--- src/hdl/iicr_pkg.sv ---
// Shared constants and types for the infrared, interrupt and DMA configuration registers
package iicr_pkg;

    // Configuration register indices
    localparam logic [7:0] IDX_IRQ_ROUTING = 8'h29;
    localparam logic [7:0] IDX_RSVD_A = 8'h2A;
    localparam logic [7:0] IDX_HSIR_BASE = 8'h2B;
    localparam logic [7:0] IDX_DMA_SELECT = 8'h2C;
    localparam logic [7:0] IDX_HD_TIMEOUT = 8'h2D;
    localparam logic [7:0] IDX_RSVD_E = 8'h2E;
    localparam logic [7:0] IDX_RSVD_F = 8'h2F;

    // Field positions
    localparam int ROUTE_LSB = 0;
    localparam int ROUTE_W = 4;
    localparam int ROLE_LSB = 4;
    localparam int ROLE_W = 2;
    localparam int DMA_LSB = 0;
    localparam int DMA_W = 4;
    localparam int BASE_EN_LSB = 5;
    localparam int ADDR_W = 11;
    localparam int ADDR_IGNORE_W = 3;

    // Reset values
    localparam logic [7:0] RST_IRQ_ROUTING = 8'h00;
    localparam logic [7:0] RST_HSIR_BASE = 8'h00;
    localparam logic [7:0] RST_DMA_SELECT = 8'h00;
    localparam logic [7:0] RST_HD_TIMEOUT = 8'h03;
    localparam logic [7:0] RST_RSVD = 8'h00;

    // Interrupt routing codes
    localparam logic [3:0] IRQ_CODE_H = 4'h8;
    localparam logic [3:0] IRQ_CODE_LAST_AF = 4'h6;
    localparam int IRQ_LINES = 8;
    localparam int IRQ_H_BIT = 7;
    localparam int DMA_LINES = 3;

    // Blanking timing
    localparam int CLK_MHZ = 10;
    localparam int STEP_US = 100;
    localparam int MAX_MS = 10;
    localparam int STEP_CYCLES = STEP_US * CLK_MHZ;
    localparam logic [7:0] MAX_STEPS = 8'((MAX_MS * 1000) / STEP_US);

    typedef enum logic [1:0] {
        ROLE_IRQ = 2'h0,
        ROLE_IR = 2'h1,
        ROLE_ALT_RX = 2'h2,
        ROLE_RSVD = 2'h3
    } iicr_role_t;

    typedef enum logic [2:0] {
        BLK_IDLE = 3'b001,
        BLK_TX = 3'b010,
        BLK_HOLD = 3'b100
    } iicr_blank_t;

    // Configuration port request
    typedef struct packed {
        logic mode;
        logic wr;
        logic rd;
        logic [7:0] index;
        logic [7:0] wdata;
    } iicr_cfg_req_t;

endpackage

--- src/hdl/iicr_config_regs.sv ---
// Interrupt routing, infrared pin role, fast infrared decode, DMA select and blanking timer
// Notes on behaviour
// - Registers accessible only in configuration mode with the index holding their number.
// - Routing register low four bits pick the host line for the interrupt pin.
// - Codes: 0 none, 1-6 lines A-F, 7 reserved, 8 line H.
// - Host interrupt lines not selected by routing are released, not driven.
// - Bits five and four choose pin role: interrupt, infrared, alternate receive, reserved.
// - Routing register top two bits read as zero.
// - Base register holds address bits ten to three, eight-byte aligned.
// - Base top three bits all zero disables the fast infrared decode.
// - Select needs device select low and address bits ten to three matching.
// - When the fast infrared block is absent, base discards writes, reads zero.
// - DMA register low bits: 0 none, 1 channel A, 2 B, 3 C.
// - DMA register upper four bits ignore writes and read zero.
// - DMA request lines not selected are released, not driven.
// - Receive blanked during transmit plus timeout times 100 microseconds afterwards.
// - Timeout register resets to three.
// - Reserved registers in this range reset to zero and read zero.
`timescale 1ns/1ps

module iicr_config_regs #(
    parameter bit HSIR_PRESENT = 1'b1
) (
    // Clock and reset
    input wire logic i_sys_clk,
    input wire logic i_nrst,
    // Configuration index port
    input wire iicr_pkg::iicr_cfg_req_t i_cfg,
    output logic [7:0] o_cfg_rdata,
    // Host address decode
    input wire logic i_device_select_n,
    input wire logic [iicr_pkg::ADDR_W-1:0] i_host_addr,
    output logic o_hsir_select,
    // External interrupt pin and its roles
    input wire logic i_external_interrupt_input,
    output logic o_infrared_mode,
    output logic o_alternate_infrared_select,
    output logic o_alternate_infrared_receive,
    // Host interrupt lines
    output logic [iicr_pkg::IRQ_LINES-1:0] o_irq_line,
    output logic [iicr_pkg::IRQ_LINES-1:0] o_irq_oe,
    // DMA request lines
    input wire logic i_hsir_dma_req,
    output logic [iicr_pkg::DMA_LINES-1:0] o_dma_req,
    output logic [iicr_pkg::DMA_LINES-1:0] o_dma_oe,
    // Half-duplex blanking
    input wire logic i_ir_tx_active,
    output logic o_rx_blank
);
    import iicr_pkg::*;

    localparam int PRE_W = $clog2(STEP_CYCLES);
    localparam logic [PRE_W-1:0] PRE_LAST = PRE_W'(STEP_CYCLES - 1);
    // Select widths sized to the vectors so decode indices never overrun
    localparam int IRQ_SEL_W = $clog2(IRQ_LINES);
    localparam int DMA_SEL_W = $clog2(DMA_LINES);

    logic [ROUTE_W-1:0] route_reg;
    iicr_role_t role_reg;
    logic [7:0] base_reg;
    logic [DMA_W-1:0] dma_reg;
    logic [7:0] timeout_reg;
    logic ext_s1_reg;
    logic ext_s2_reg;
    logic ext_s3_reg;
    logic ext_level_reg;
    iicr_blank_t blank_reg;
    iicr_blank_t blank_next;
    logic [7:0] steps_reg;
    logic [PRE_W-1:0] pre_reg;
    logic step_tick;
    logic [7:0] steps_limit;
    logic [IRQ_LINES-1:0] irq_sel;
    logic [DMA_LINES-1:0] dma_sel;
    logic [7:0] rd_value;

    function automatic logic wr_hit(input iicr_cfg_req_t req, input logic [7:0] idx);
        wr_hit = req.mode && req.wr && (req.index == idx);
    endfunction

    // Reserved code and codes above line H leave every line released
    function automatic logic [IRQ_LINES-1:0] irq_decode(input logic [ROUTE_W-1:0] code);
        logic [IRQ_LINES-1:0] hot;
        hot = '0;
        if (code != '0 && code <= IRQ_CODE_LAST_AF) begin
            hot[IRQ_SEL_W'(code - 4'h1)] = 1'b1;
        end else if (code == IRQ_CODE_H) begin
            hot[IRQ_H_BIT] = 1'b1;
        end
        irq_decode = hot;
    endfunction

    // Routing register
    always_ff @(posedge i_sys_clk) begin
        if (!i_nrst) begin
            route_reg <= RST_IRQ_ROUTING[ROUTE_LSB +: ROUTE_W];
            role_reg <= iicr_role_t'(RST_IRQ_ROUTING[ROLE_LSB +: ROLE_W]);
        end else if (wr_hit(i_cfg, IDX_IRQ_ROUTING)) begin
            route_reg <= i_cfg.wdata[ROUTE_LSB +: ROUTE_W];
            role_reg <= iicr_role_t'(i_cfg.wdata[ROLE_LSB +: ROLE_W]);
        end
    end

    // Fast infrared base
    always_ff @(posedge i_sys_clk) begin
        if (!i_nrst) begin
            base_reg <= RST_HSIR_BASE;
        end else if (HSIR_PRESENT && wr_hit(i_cfg, IDX_HSIR_BASE)) begin
            base_reg <= i_cfg.wdata;
        end
    end

    // DMA select
    always_ff @(posedge i_sys_clk) begin
        if (!i_nrst) begin
            dma_reg <= RST_DMA_SELECT[DMA_LSB +: DMA_W];
        end else if (wr_hit(i_cfg, IDX_DMA_SELECT)) begin
            dma_reg <= i_cfg.wdata[DMA_LSB +: DMA_W];
        end
    end

    // Half-duplex timeout
    always_ff @(posedge i_sys_clk) begin
        if (!i_nrst) begin
            timeout_reg <= RST_HD_TIMEOUT;
        end else if (wr_hit(i_cfg, IDX_HD_TIMEOUT)) begin
            timeout_reg <= i_cfg.wdata;
        end
    end

    // Read mux; reserved bits and reserved indices give zero
    always_comb begin
        rd_value = 8'h00;
        unique case (i_cfg.index)
            IDX_IRQ_ROUTING: begin
                rd_value = {2'b00, role_reg, route_reg};
            end
            IDX_HSIR_BASE: begin
                rd_value = HSIR_PRESENT ? base_reg : 8'h00;
            end
            IDX_DMA_SELECT: begin
                rd_value = {4'h0, dma_reg};
            end
            IDX_HD_TIMEOUT: begin
                rd_value = timeout_reg;
            end
            IDX_RSVD_A, IDX_RSVD_E, IDX_RSVD_F: begin
                rd_value = RST_RSVD;
            end
            default: begin
                rd_value = 8'h00;
            end
        endcase
    end

    // Read data holds until the next read strobe
    always_ff @(posedge i_sys_clk) begin
        if (!i_nrst) begin
            o_cfg_rdata <= 8'h00;
        end else if (i_cfg.rd) begin
            o_cfg_rdata <= i_cfg.mode ? rd_value : 8'h00;
        end
    end

    // Pin synchroniser; stage one feeds only stage two
    always_ff @(posedge i_sys_clk) begin
        if (!i_nrst) begin
            ext_s1_reg <= 1'b0;
            ext_s2_reg <= 1'b0;
            ext_s3_reg <= 1'b0;
            ext_level_reg <= 1'b0;
        end else begin
            ext_s1_reg <= i_external_interrupt_input;
            ext_s2_reg <= ext_s1_reg;
            ext_s3_reg <= ext_s2_reg;
            if (ext_s2_reg == ext_s3_reg) begin
                ext_level_reg <= ext_s3_reg;
            end
        end
    end

    // Interrupt routing is only live in plain interrupt role
    always_comb begin
        irq_sel = '0;
        if (role_reg == ROLE_IRQ) begin
            irq_sel = irq_decode(route_reg);
        end
    end

    always_ff @(posedge i_sys_clk) begin
        if (!i_nrst) begin
            o_irq_line <= '0;
            o_irq_oe <= '0;
        end else begin
            o_irq_oe <= irq_sel;
            o_irq_line <= irq_sel & {IRQ_LINES{ext_level_reg}};
        end
    end

    // Pin role outputs; reserved role drives nothing
    always_ff @(posedge i_sys_clk) begin
        if (!i_nrst) begin
            o_infrared_mode <= 1'b0;
            o_alternate_infrared_select <= 1'b0;
            o_alternate_infrared_receive <= 1'b0;
        end else begin
            o_infrared_mode <= (role_reg == ROLE_IR) || (role_reg == ROLE_ALT_RX);
            o_alternate_infrared_select <= (role_reg == ROLE_ALT_RX);
            o_alternate_infrared_receive <= (role_reg == ROLE_ALT_RX) && ext_level_reg;
        end
    end

    // Fast infrared address decode
    always_ff @(posedge i_sys_clk) begin
        if (!i_nrst) begin
            o_hsir_select <= 1'b0;
        end else begin
            o_hsir_select <= HSIR_PRESENT
                && (base_reg[7:BASE_EN_LSB] != '0)
                && !i_device_select_n
                && (i_host_addr[ADDR_W-1:ADDR_IGNORE_W] == base_reg);
        end
    end

    // DMA routing
    always_comb begin
        dma_sel = '0;
        if (dma_reg != '0 && dma_reg <= 4'(DMA_LINES)) begin
            dma_sel[DMA_SEL_W'(dma_reg - 4'h1)] = 1'b1;
        end
    end

    always_ff @(posedge i_sys_clk) begin
        if (!i_nrst) begin
            o_dma_req <= '0;
            o_dma_oe <= '0;
        end else begin
            o_dma_oe <= dma_sel;
            o_dma_req <= dma_sel & {DMA_LINES{i_hsir_dma_req}};
        end
    end

    // Blanking timer
    // Clamp caps undefined long timeouts at ten milliseconds
    assign steps_limit = (timeout_reg > MAX_STEPS) ? MAX_STEPS : timeout_reg;
    assign step_tick = (pre_reg == PRE_LAST);

    always_comb begin
        blank_next = blank_reg;
        unique case (blank_reg)
            BLK_IDLE: begin
                if (i_ir_tx_active) begin
                    blank_next = BLK_TX;
                end
            end
            BLK_TX: begin
                if (!i_ir_tx_active) begin
                    blank_next = (steps_limit == 8'h00) ? BLK_IDLE : BLK_HOLD;
                end
            end
            BLK_HOLD: begin
                if (i_ir_tx_active) begin
                    blank_next = BLK_TX;
                end else if (step_tick && steps_reg == 8'h01) begin
                    blank_next = BLK_IDLE;
                end
            end
            default: begin
                blank_next = BLK_IDLE;
            end
        endcase
    end

    always_ff @(posedge i_sys_clk) begin
        if (!i_nrst) begin
            blank_reg <= BLK_IDLE;
            o_rx_blank <= 1'b0;
        end else begin
            blank_reg <= blank_next;
            // Follows the next state so blanking starts on the first transmit edge
            o_rx_blank <= (blank_next != BLK_IDLE);
        end
    end

    // Step divider restarts when the hold begins
    always_ff @(posedge i_sys_clk) begin
        if (!i_nrst) begin
            pre_reg <= '0;
            steps_reg <= 8'h00;
        end else if (blank_reg != BLK_HOLD) begin
            pre_reg <= '0;
            steps_reg <= steps_limit;
        end else if (step_tick) begin
            pre_reg <= '0;
            steps_reg <= steps_reg - 8'h01;
        end else begin
            pre_reg <= pre_reg + PRE_W'(1);
        end
    end

endmodule

--- config.mk ---
export PLATFORM = sky130hd
export DESIGN_NAME = iicr_config_regs
export DESIGN_NICKNAME = d
export VERILOG_FILES = /design/src/hdl/iicr_pkg.sv /design/src/hdl/iicr_config_regs.sv
export SDC_FILE = /design/constraint.sdc
export NUM_CORES = 1
export LEC_CHECK = 0
export BUFFER_PORTS_ARGS = -buffer_cell sky130_fd_sc_hd__buf_2
export CAP_MARGIN = 0
export CELL_PAD_IN_SITES_DETAIL_PLACEMENT = 0
export CELL_PAD_IN_SITES_GLOBAL_PLACEMENT = 1
export CORE_MARGIN = 5
export CORE_UTILIZATION = 40
export DETAILED_ROUTE_END_ITERATION = 10
export GPL_ROUTABILITY_DRIVEN = 0
export PLACE_DENSITY = 0.78
export SYNTH_ARGS = -nofsm -noshare
export SYNTH_HDL_FRONTEND = slang
export SYNTH_SLANG_ARGS = --single-unit
--- constraint.sdc ---
create_clock -name i_sys_clk -period 2.23 [get_ports i_sys_clk]
set_input_delay 0 -clock i_sys_clk [delete_from_list [all_inputs] [get_ports i_sys_clk]]
set_output_delay 0 -clock i_sys_clk [all_outputs]
set_load 0.03 [all_outputs]
# == Word level (Yosys, flattened, before mapping) ==
# Cells that the tools add are included.
# W data, S select, Z words.
# op_classes
addsub,4
n_lt_le_gt_ge,7
eq_ne,16
mux,20
n_bitwise,3
n_reduce_logical,22
# op_table
op,count
$mux W8,5
$eq A8 B6 Y1 const B,4
$pmux W8 S4,1
$mux W3,6
$logic_and A1 B1 Y1,13
$add A10 B1 Y10 const B,1
$eq A10 B10 Y1 const B,1
$pmux W3 S3,1
$and A8 B8 Y8,1
$eq A8 B1 Y1 const B,1
$eq A8 B8 Y1,1
$gt A8 B7 Y1 const B,1
$logic_not A8 Y1,1
$reduce_bool A4 Y1,2
$sub A8 B1 Y8 const B,1
$mux W7,1
$eq A4 B4 Y1 const B,1
$le A4 B2 Y1 const B,1
$le A4 B3 Y1 const B,1
$lt A3 B4 Y1 const B,1
$mux W1,4
$and A3 B3 Y3,1
$demux W1 S3,1
$eq A3 B1 Y1 const B,1
other kinds (20),20
# totals
reg_bits,86
input_bits,36
out_inout_bits,35
word_cells,94

# == Longest topological paths before layout ==
# Gate-level depths: netlist of run 1.
# logic_depth
word_depth,8
depth_mapped,7
depth_no_buf,6

# == Worst setup path after synthesis of run 1 ==
# No wires, ideal clock.
# synth_timing
path_kind,register to register
from,register steps_reg[2]
to,register steps_reg[7]
setup_ns,0.070
arrival_ns,1.508
required_time_ns,2.160
setup_slack_ns,0.651
stages_incl_launch_ff,5
path_buffers,0
period_less_slack_ns,1.579
path_cell_list,dfxtp_1 -> or4_1 -> or4_4 -> nor4_2 -> o21bai_1
# synth_via
elab_chain_cells,3
# synth_rtl
item,line_no,text
start: declaration,iicr_config_regs.sv:69,logic [7:0] steps_reg;
start signal: assignment,iicr_config_regs.sv:292,steps_reg <= steps_limit;
start signal: assignment,iicr_config_regs.sv:295,steps_reg <= steps_reg - 8'h01;
$sub A8 B1 Y8,iicr_config_regs.sv:295,
$mux W8,iicr_config_regs.sv:293,end else if (step_tick) begin
$mux W8,iicr_config_regs.sv:290,end else if (blank_reg != BLK_HOLD) begin
# Every way passes these cells. The select of a mux whose other input is x is not followed.
# A chain may end at the register's enable or synchronous reset.

==> results of run 1 <==
==> stage by stage <==
step	hold slack, ps	power (mW)	setup WS [ps]	util [%]	instance area [sq um]
after global placement	213.6	1.722	598.9	45.90	4242
final	82.47	2.839	380.8	49.83	4604
after detailed placement	213.7	1.724	572.1	45.90	4242
after global routing	96.73	2.964	257.4	49.83	4604
after CTS	65.39	2.876	381.1	49.83	4604
after floorplan	72.14	1.667	651.3	-	3797
==> worst register-to-register path, delay by kind of cell (launching register included) <==
family	cells	cell delay, ps
AO/OA/AOI/OAI	2	450
AND/OR/NAND/NOR	2	780
flip-flops	1	380
==> routing by layer <==
layer | up-vias | wire [um]
li1 | 1534 | -
met1 | 1407 | 3920
met2 | 61 | 3918
met3 | 10 | 409
met4 | 0 | 89
met5 | - | 0
==> power groups by stage <==
stage	clock [mW]	sequential [mW]	combinational, mW
final	1.13	1.55	0.157
after global routing	1.24	1.55	0.173
after CTS	1.17	1.55	0.157
after detailed placement	0	1.59	0.138
after global placement	0	1.59	0.136
after floorplan	0	1.59	0.0790
==> cell type report <==
| class | count | area, sq um | share of cell area, % |
|---|---|---|---|
| multi-input cells | 276 | 1956 | 42.47 |
| flip-flops and latches | 86 | 1722 | 37.39 |
| repair buffers | 86 | 518.0 | 11.25 |
| well taps | 129 | 161.4 | 3.505 |
| clock buffers | 9 | 123.9 | 2.690 |
| clock inverters | 7 | 78.83 | 1.712 |
| inverters | 12 | 45.04 | 0.9783 |
==> placed cells by master (no fill, tap or decap), drive strengths merged, types with 3 or more instances in the layout <==
cell         netlist  routed
xor2               7       7
nor2              27      27
o31ai              3       3
dfxtp             86      86
o21ai              6       6
o221ai             4       4
and2              10      10
nor2b             36      36
nor3b              5       5
and3              11      11
nand3             12      12
or4                3       3
nand2b             7       7
nor3              10      10
a31oi              4       4
clkbuf             8       9
nor4               4       4
inv               12      17
nand2             23      23
dlygate4sd3        0      16
ha                 7       7
a21oi              4       4
xnor2             14      14
or3                4       4
mux2i             37      37
buf                5      70
nand4              7       7
==> path summary, 6_finish.rpt <==
check | from | endpoint | cells past startpoint
worst max-delay path | i_nrst | o_hsir_select | 7
worst min-delay path | i_cfg[16] | o_cfg_rdata[5] | 4
worst max register to register | timeout_reg[3] | steps_reg[3] | 4
worst min register to register | ext_s1_reg | ext_s2_reg | 1
==> kinds of logic after synthesis <==
logic type,after synthesis,synth area share (%)
buffers and inverters,25,3.163
adders and majority gates,7,2.306
xor gates and xnor gates,21,4.844
muxes,37,9.753
AOI/OAI and AO/OA,40,8.073
and+or+nand+nor,171,26.52
DFF,86,45.34
==> results.rst, run 1 <==
.. list-table::
   :header-rows: 1

   * - Metric
     - Value
   * - NetSw
     - just under 0.7 mW
   * - Cell count after synthesis
     - 387
   * - Number of antenna repair diodes
     - 0
   * - Synth cell types
     - 63
   * - Post-synth EDFFs
     - 0
   * - DRC viols
     - 0
   * - Y dimension of the die
     - 107.4 um
   * - PortBufs
     - 67
   * - Most frequent cell after synthesis
     - sky130_fd_sc_hd__dfxtp_1
   * - Die boundary width
     - between 100 and 150 um
   * - Routed length per instance
     - ~14 um
   * - Final period utilization
     - 82.93%
   * - Worst-margin pin slew
     - about 760 ps
   * - 1st-pass router iterations
     - 4
   * - Clock transition at the registers of the reported paths
     - 90 ps
   * - Number of slew-limit violations in the final report
     - 0
   * - Number of H-tree branching levels
     - 3
   * - Max-cap violation count
     - 0
   * - Wire length of the first global-routing pass
     - 14120 um
   * - Buffers from clock root to sink, at most
     - 2
   * - Slack of the worst reg-to-reg path
     - 560 ps
   * - Global-route total usage across every layer
     - between 15 and 20%
   * - Most repeated library cell on the critical path
     - sky130_fd_sc_hd__dlygate4sd3_1
   * - Final cell count without fillers
     - between 600 and 700
   * - Startpoint class of the critical path
     - input pin
   * - Setup repair after global routing missed its margin
     - no
   * - Cell area power density
     - 616.6 nW/um^2
   * - Inserted Clock Buffers
     - 9
   * - Worst setup path class
     - in2reg
   * - Remaining max-slew budget at the tightest pin
     - approximately half
   * - Share of flip-flops with an asynchronous set or reset after synthesis
     - 0%
   * - Top area cells in the synthesized netlist
     - sky130_fd_sc_hd__dfxtp_1, sky130_fd_sc_hd__mux2i_1, sky130_fd_sc_hd__nor2b_1, sky130_fd_sc_hd__xnor2_1, sky130_fd_sc_hd__nor2_1
   * - Chain of cells forming the critical path
     - dlygate4sd3_1 -> buf_2 -> buf_4 -> nor4b_1 -> o2111ai_1 -> dlygate4sd3_1 -> nor2_1
   * - Worst Hold Class
     - in2reg
   * - Fraction of final layout cells sized beyond drive strength 1
     - 20.38%
   * - Clock share of power
     - 39.9%
   * - Post-route minimum period
     - roughly 1800 ps
   * - Result of the run
     - finished clean
   * - Maximum fanout encountered on the critical timing path
     - 30
   * - Slowest cell on the critical path
     - sky130_fd_sc_hd__dlygate4sd3_1
   * - Flops & latches, synth
     - 86
   * - Post-Syn Area
     - about 3800 sq um
   * - Vias per cell
     - 4.979
   * - Internal Power
     - 2.159 mW
   * - Pleak
     - 1.916 nW
   * - Count of yosys warnings during synthesis
     - 0
   * - Fmax achieved
     - ~540 MHz
   * - DRT iter0 DRCs
     - 132
   * - Resized Gates After CTS
     - 0
   * - Placed cells
     - 573
   * - Setup TNS
     - 0 ps
   * - Initial antenna violation count
     - 0
   * - HPWL after detailed placement
     - a little over 6000 um
   * - Root cell of the clock tree
     - sky130_fd_sc_hd__clkbuf_8
   * - Fraction of met2 tracks used by global routing
     - between 20% and 30%
   * - Congestion Overflow GR
     - 0
   * - Biggest area consumer among synthesized cells
     - sky130_fd_sc_hd__dfxtp_1
   * - Final Hold Fails
     - 0
   * - Total of hold buffers inserted after clock tree synthesis
     - 16
   * - Final setup skew
     - 13.89 ps
   * - Total I/O pin count
     - 71
   * - Area delta synth->final
     - 21.25%
   * - Routed wire length
     - 8338 um
   * - Register share of total power
     - 54.6%
   * - Nets in the synthesized netlist
     - between 400 and 500
   * - TritonCTS clock tree
     - yes
   * - GR met3 Demand/Resource
     - 3.359%
   * - Number of buffer and inverter stages on the critical path
     - 4
   * - Global route hottest layer
     - met2
   * - Most frequent cells after synthesis
     - sky130_fd_sc_hd__dfxtp_1, sky130_fd_sc_hd__mux2i_1, sky130_fd_sc_hd__nor2b_1
   * - Std-Cell Core Area
     - around 9000 sq um
   * - Met1 Resource Use GR
     - 19.65%
   * - Largest net degree at the start of global routing
     - 31
   * - Overall via count from detail_route
     - 3012
   * - Primary flip-flop cell chosen by synthesis mapping
     - sky130_fd_sc_hd__dfxtp_1
   * - Row Count
     - 35
   * - Via count of the first global-routing pass
     - ~2900
   * - Sequential element share of the synthesized area
     - 45.34%
   * - Post-CTS setup-driven buffer insertion count
     - 0
   * - Flip-flop count of the largest register after layout
     - 10
   * - Number of inserted filler cells in the final layout
     - 897
   * - Die area
     - approximately 12000 sq um
   * - Number of nets at the end of the flow
     - 514
   * - Mean instance size in the synthesized netlist
     - 9.812 sq um
   * - Switching Share
     - 23.97%
   * - Crit. End Element
     - register
   * - Starting Density
     - 41.10%
   * - Count of clock tree sinks
     - 86
   * - Final setup viols
     - 0
   * - Portion of total power attributed to combinational logic
     - 5.5%
   * - Maximum ir drop on the vdd rail
     - 0.0002426 V
   * - Delay of the slowest critical-path stage
     - between 500 and 600 ps
   * - Area share of the largest cell type after synthesis
     - 45.34%
   * - Cell class contributing the biggest share of worst-path delay
     - buffers and inverters
   * - Antenna Nets Post-Route
     - 0
   * - Arrival time reported for the critical path endpoint
     - 2150 ps
   * - Critical path required time
     - 2530 ps
   * - Clock insertion delay at the later pin of the skew report
     - 360 ps
(Power assumes the default switching activity.)
==> run 2, diff against run 1 <==
clock period = 1.87 ns   (was 2.23 ns; I/O delays follow)
==> results.rst, run 2 (synthesized netlist as in run 1, its figures left out) <==
.. list-table::
   :header-rows: 1

   * - Metric
     - Value
   * - Fin worst setup slack
     - 192.4 ps (-188.4 ps)
   * - Wire length of the first global-routing pass
     - 14030 um (-0.69%)
   * - Resized Gates After CTS
     - 0 (unchanged)
   * - Final period utilization
     - 89.71%
   * - Final setup viols
     - 0 (unchanged)
   * - Commonest cells after routing, fill and taps aside
     - sky130_fd_sc_hd__dfxtp_1, sky130_fd_sc_hd__buf_2, sky130_fd_sc_hd__mux2i_1
   * - Buffers from clock root to sink, at most
     - 2 (unchanged)
   * - Depth of the worst register-to-register path
     - 6 (+2)
   * - Worst Hold Class
     - in2reg
   * - Critical path required time
     - 2150 ps (-380 ps)
   * - Clock insertion delay at the later pin of the skew report
     - 360 ps (about the same)
   * - Hold wc startpoint
     - i_nrst
   * - Cell class contributing the biggest share of worst-path delay
     - simple AND/OR/NAND/NOR gates
   * - Count of clock tree sinks
     - 86 (unchanged)
   * - Capturing point of the worst reg2reg path
     - steps_reg[6]
   * - DRC viols
     - 0 (unchanged)
   * - Congestion Overflow GR
     - 0 (unchanged)
   * - Maximum fanout encountered on the critical timing path
     - 4 (-87%)
   * - Number of stages on the worst hold path
     - 2 (-2)
   * - Slowest cell on the critical path
     - sky130_fd_sc_hd__or4_1
   * - DRT iter0 DRCs
     - 139 (+5.3%)
   * - Final setup skew
     - 18.51 ps (+4.616 ps)
   * - Total I/O pin count
     - 71 (unchanged)
   * - Endpoint of the worst hold path
     - dma_reg[1]
   * - Maximum ir drop on the vdd rail
     - 0.0003742 V (+54%)
   * - Std-Cell Core Area
     - 9240 sq um (unchanged)
   * - Global-route total usage across every layer
     - 15.23% (+0.11 points)
   * - Final Hold Fails
     - 0 (unchanged)
   * - Number of slew-limit violations in the final report
     - 0 (unchanged)
   * - Largest net degree at the start of global routing
     - 19 (-39%)
   * - Worst setup path class
     - reg2reg
   * - Y dimension of the die
     - 107.4 um (unchanged)
   * - Critical path depth
     - 6 (-1)
   * - Setup TNS
     - 0 ps (unchanged)
   * - TritonCTS clock tree
     - yes
   * - Slack of the worst reg-to-reg path
     - 190 ps (-370 ps)
   * - Setup repair after global routing missed its margin
     - no
   * - Number of buffer and inverter stages on the critical path
     - 1 (-3)
   * - Via count of the first global-routing pass
     - 2937 (+0.93%)
   * - Initial antenna violation count
     - 0 (unchanged)
   * - Die area
     - 11540 sq um (unchanged)
   * - Arrival time reported for the critical path endpoint
     - 1960 ps (-190 ps)
   * - Vias per cell
     - 4.914 (-1.3%)
   * - Launching point of the worst reg2reg path
     - steps_reg[1]
   * - Antenna Nets Post-Route
     - 0 (unchanged)
   * - Pleak
     - 1.962 nW (+2.4%)
   * - Starting Density
     - 41.10% (unchanged)
   * - Total Power Consumption
     - 3.430 mW (+21%)
   * - 1st-pass router iterations
     - 4 (unchanged)
   * - Most common library cell in the layout ignoring fill and taps
     - sky130_fd_sc_hd__dfxtp_1
   * - Overall via count from detail_route
     - 3017 (+0.17%)
   * - PortBufs
     - 67 (unchanged)
   * - Root cell of the clock tree
     - sky130_fd_sc_hd__clkbuf_8
   * - Row Count
     - 35 (unchanged)
   * - Worst-margin pin slew
     - 491.9 ps (-267.7 ps)
   * - Number of H-tree branching levels
     - 3 (unchanged)
   * - Routed wire length
     - 8402 um (+0.77%)
   * - Chain of cells forming the critical path
     - inv_1 -> ha_1 -> nor3b_1 -> nand4_1 -> or4_1 -> a31oi_1
   * - Post-route minimum period
     - 1678 ps
   * - Number of nets at the end of the flow
     - 523 (+1.8%)
   * - Delay of the slowest critical-path stage
     - 420 ps (-160 ps)
   * - Fmax achieved
     - approximately 600 MHz
   * - Result of the run
     - finished clean
   * - Routed length per instance
     - 13.68 um (-0.71%)
   * - Flip-flop count of the largest register after layout
     - 10 (unchanged)
   * - Pre-CTS worst setup slack
     - 205.5 ps (-366.6 ps)
   * - Fraction of final layout cells sized beyond drive strength 1
     - 22.06% (+1.7 points)
   * - Remaining max-slew budget at the tightest pin
     - 66.76% (+18 points)
   * - Clock transition at the registers of the reported paths
     - 100 ps (about the same)
   * - HPWL after detailed placement
     - 6256 um (+0.74%)
   * - Crit. End Element
     - register
   * - Number of antenna repair diodes
     - 0 (unchanged)
   * - Startpoint class of the critical path
     - register
   * - Die boundary width
     - 107.4 um (unchanged)
   * - Area delta synth->final
     - 23.13%
   * - Inserted Clock Buffers
     - 9 (unchanged)
   * - Cell area power density
     - 733.5 nW/um^2 (+19%)
   * - Max-cap violation count
     - 0 (unchanged)
==> run 2: changes by cell type in the layout (fill, tap and decap cells not counted) <==
cell and change:
sky130_fd_sc_hd__buf_4 +10, sky130_fd_sc_hd__clkinv_2 -1, sky130_fd_sc_hd__dlygate4sd3_1 -1, sky130_fd_sc_hd__inv_8 +1
==> run 2: area by class of cell <==
type                            count  area (sq um)
Multi-Input combinational cell    276          1956
Sequential cell                    86          1722
Tap cell                          129         161.4
Inverter                           12         45.04
Clock inverter                      7         85.08
Timing Repair Buffer               95         583.1
Fill cell                         904          4564
Clock buffer                        9         123.9
==> run 2: worst max-delay path by stage <==
stage            startpoint           end  slack, ps
2_1_floorplan  steps_reg[2]  steps_reg[7]        290
3_3_place_gp   steps_reg[2]  steps_reg[7]        240
3_5_place_dp   steps_reg[2]  steps_reg[7]        210
4_1_cts        steps_reg[1]  steps_reg[6]        190
5_1_grt        steps_reg[0]  steps_reg[6]         20
6_report       steps_reg[1]  steps_reg[6]        190
==> run 2: power by group <==
group,switching (mW),total [mW],internal [mW],leakage (nW)
combinational,0.0933,0.189,0.0961,1.16
sequential,0.00875,1.85,1.84,0.694
clock,0.740,1.39,0.651,0.108
total,0.842,3.43,2.59,1.96
==> run 2: stage by stage <==
step	utilization (%)	area (sq um)	std cells	hold WS, ps
floorplan	-	3797	387	72.14
global placement	46.72	4317	583	218.5
detailed placement	46.72	4317	583	214.4
CTS	50.60	4676	614	11.00
global route	50.60	4676	614	25.02
finish	50.60	4676	614	42.21
==> run 2: metal layers <==
layer	GRT usage, %	wire (um)
met3	2.879	442
met1	19.81	4017
met2	24.62	3831
met4	6.583	111
met5	0	0
==> run 2: timing repair <==
item                      CTS  global route
setup buffers               0             0
hold endpoints to repair   35             0
hold buffers               15             0
==> run 3, diff against run 2 <==
CORE_MARGIN = default   (was 5)
GPL_ROUTABILITY_DRIVEN = default   (was 0)
clock period = 1.6 ns   (was 1.87 ns; I/O delays follow)
==> results.rst, run 3 (synthesized netlist as in run 1, its figures left out) <==
.. list-table::
   :header-rows: 1

   * - Metric
     - Value
   * - Result of the run
     - finished with violations
   * - Violations in the final reports
     - negative setup slack
   * - Row Count
     - 35 (unchanged)
   * - Fin area
     - 4835 sq um (+3.4%)
   * - Overall via count from detail_route
     - 3086 (+2.3%)
   * - DRT iter0 DRCs
     - 114 (-18%)
   * - Final setup skew
     - 13.44 ps (-5.067 ps)
   * - Critical path required time
     - 1880 ps (-270 ps)
   * - Cell area power density
     - 811.6 nW/um^2 (+11%)
   * - Via count of the first global-routing pass
     - 3042 (+3.6%)
   * - Hold slack final
     - 70.41 ps (+28.20 ps)
   * - Die boundary width
     - 99.44 um (-7.4%)
   * - Startpoint class of the critical path
     - register
   * - PortBufs
     - 67 (unchanged)
   * - Largest net degree at the start of global routing
     - 27 (+8)
   * - Portion of total power attributed to combinational logic
     - 5.9% (+0.4 points)
   * - Flip-flop count of the largest register after layout
     - 10 (unchanged)
   * - Wire length of the first global-routing pass
     - 14240 um (+1.5%)
   * - Y dimension of the die
     - 99.44 um (-7.4%)
   * - Starting Density
     - 41.29% (+0.20 points)
   * - Clock transition at the registers of the reported paths
     - 90 ps (about the same)
   * - Setup repair after global routing missed its margin
     - yes
   * - Die area
     - 9887 sq um (-14%)
   * - Crit. End Element
     - register
   * - Routed wire length
     - 8397 um (about the same)
   * - Total I/O pin count
     - 71 (unchanged)
   * - Fmax achieved
     - 622.0 MHz (+4.3%)
   * - Vias per cell
     - 5.026 (+2.3%)
   * - Inserted Clock Buffers
     - 9 (unchanged)
   * - Congestion Overflow GR
     - 0 (unchanged)
   * - Switching Share
     - 23.56% (-0.98 points)
   * - Post-CTS setup-driven buffer insertion count
     - 0 (unchanged)
   * - Final weighted congestion in routability-driven placement
     - between 0.7 and 0.8
   * - Cell area reported after detailed placement
     - 4442 sq um (+2.9%)
   * - HPWL after detailed placement
     - 6228 um (-0.46%)
   * - Initial antenna violation count
     - 0 (unchanged)
   * - Max-cap violation count
     - 0 (unchanged)
   * - Clock insertion delay at the later pin of the skew report
     - 350 ps (about the same)
   * - TritonCTS clock tree
     - yes
   * - Slack of the worst reg-to-reg path
     - -8 ps (-200 ps)
   * - Internal Power
     - 2.999 mW (+16%)
   * - DRC viols
     - 0 (unchanged)
   * - Met1 Resource Use GR
     - 23.94% (+4.1 points)
   * - Fin worst setup slack
     - -7.822 ps (-200.2 ps)
   * - Global route hottest layer
     - met2
   * - Routed length per instance
     - 13.68 um (about the same)
   * - Worst Hold Class
     - in2reg
   * - Fraction of final layout cells sized beyond drive strength 1
     - 26.64% (+4.6 points)
   * - Remaining max-slew budget at the tightest pin
     - 67.46% (+0.71 points)
   * - Number of antenna repair diodes
     - 0 (unchanged)
   * - Antenna Nets Post-Route
     - 0 (unchanged)
   * - Clock share of power
     - 39.0% (-1.6 points)
   * - Maximum fanout encountered on the critical timing path
     - 2 (-2)
   * - Number of slew-limit violations in the final report
     - 0 (unchanged)
   * - Arrival time reported for the critical path endpoint
     - 1890 ps (-70 ps)
   * - Most common library cell in the layout ignoring fill and taps
     - sky130_fd_sc_hd__dfxtp_1
   * - Commonest cells after routing, fill and taps aside
     - sky130_fd_sc_hd__dfxtp_1, sky130_fd_sc_hd__buf_2, sky130_fd_sc_hd__mux2i_1
   * - Fraction of met2 tracks used by global routing
     - 29.59% (+5.0 points)
   * - Global-route total usage across every layer
     - 18.33% (+3.1 points)
   * - GR met3 Demand/Resource
     - 3.654% (+0.77 points)
   * - Std-Cell Core Area
     - 9196 sq um (-0.47%)
   * - Area delta synth->final
     - 27.31%
   * - Number of H-tree branching levels
     - 3 (unchanged)
   * - Final period utilization
     - 100.5% (+11 points)
   * - Pleak
     - 2.054 nW (+4.7%)
   * - Final setup viols
     - 1 (+1)
   * - Final Hold Fails
     - 0 (unchanged)
   * - NetSw
     - 0.9245 mW (+9.8%)
   * - Worst-margin pin slew
     - 481.5 ps (-10.43 ps)
   * - Register share of total power
     - 55.1% (+1.2 points)
   * - Worst setup path class
     - reg2reg
   * - Maximum ir drop on the vdd rail
     - 0.0005368 V (+43%)
   * - Root cell of the clock tree
     - sky130_fd_sc_hd__clkbuf_8
   * - 1st-pass router iterations
     - 4 (unchanged)
   * - Count of clock tree sinks
     - 86 (unchanged)
   * - Number of nets at the end of the flow
     - 541 (+3.4%)
   * - Buffers from clock root to sink, at most
     - 2 (unchanged)
   * - Post-route minimum period
     - 1608 ps (-69.82 ps)
==> run 3: worst max-delay path: stages (launching register included) <==
cell	delay (ps)
sky130_fd_sc_hd__dfxtp_1	320
sky130_fd_sc_hd__or4_4	520
sky130_fd_sc_hd__or4_4	450
sky130_fd_sc_hd__nor4_4	130
sky130_fd_sc_hd__o21bai_1	130
==> run 3: per-layer routing <==
| metal | routed length, um | vias to the layer above |
|---|---|---|
| met3 | 263 | 16 |
| li1 | - | 1595 |
| met1 | 4161 | 1420 |
| met2 | 3784 | 55 |
| met5 | 0 | - |
| met4 | 187 | 0 |
==> run 3: path summary, 6_finish.rpt <==
kind                   end  cells past startpoint      startpoint
max reg2reg   steps_reg[7]                      4    steps_reg[2]
min          o_hsir_select                      4  i_host_addr[5]
min reg2reg     ext_s2_reg                      1      ext_s1_reg
max           steps_reg[7]                      4    steps_reg[2]
==> run 3: layout make-up <==
cell class,count,area (sq um)
well taps,111,138.9
flip-flops and latches,86,1724
inverters,12,45.04
clock buffers,9,123.9
repair buffers,113,730.7
clock inverters,7,75.07
fillers,876,4362
multi-input cells,276,1997
==> run 3: power groups by stage <==
stage / Combinational, mW / Sequential [mW] / Clock, mW
2_1_floorplan: 0.110 / 2.21 / 0
3_3_place_gp: 0.201 / 2.21 / 0
3_5_place_dp: 0.203 / 2.21 / 0
4_1_cts: 0.231 / 2.16 / 1.57
5_1_grt: 0.257 / 2.16 / 1.66
6_report: 0.233 / 2.16 / 1.53
==> run 3: metrics by stage <==
stage               worst slack (ps)  power (mW)  util (%)  setup TNS, ps  cells
floorplan                      21.30       2.323         -              0    387
global placement               22.87       2.411     48.30              0    583
detailed placement             9.654       2.414     48.30              0    583
CTS                           -14.37       3.961     52.10         -14.37    614
global route                  -94.39       4.079     52.57         -130.4    614
finish                        -7.822       3.924     52.57         -7.822    614
==> run 3: what timing repair did <==
| item | 4_1_cts | 5_1_grt |
|---|---|---|
| hold buffers | 15 | 0 |
| hold endpoints to repair | 32 | 0 |
| setup endpoints to repair | 1 | 8 |
| resized for setup | 0 | 11 |
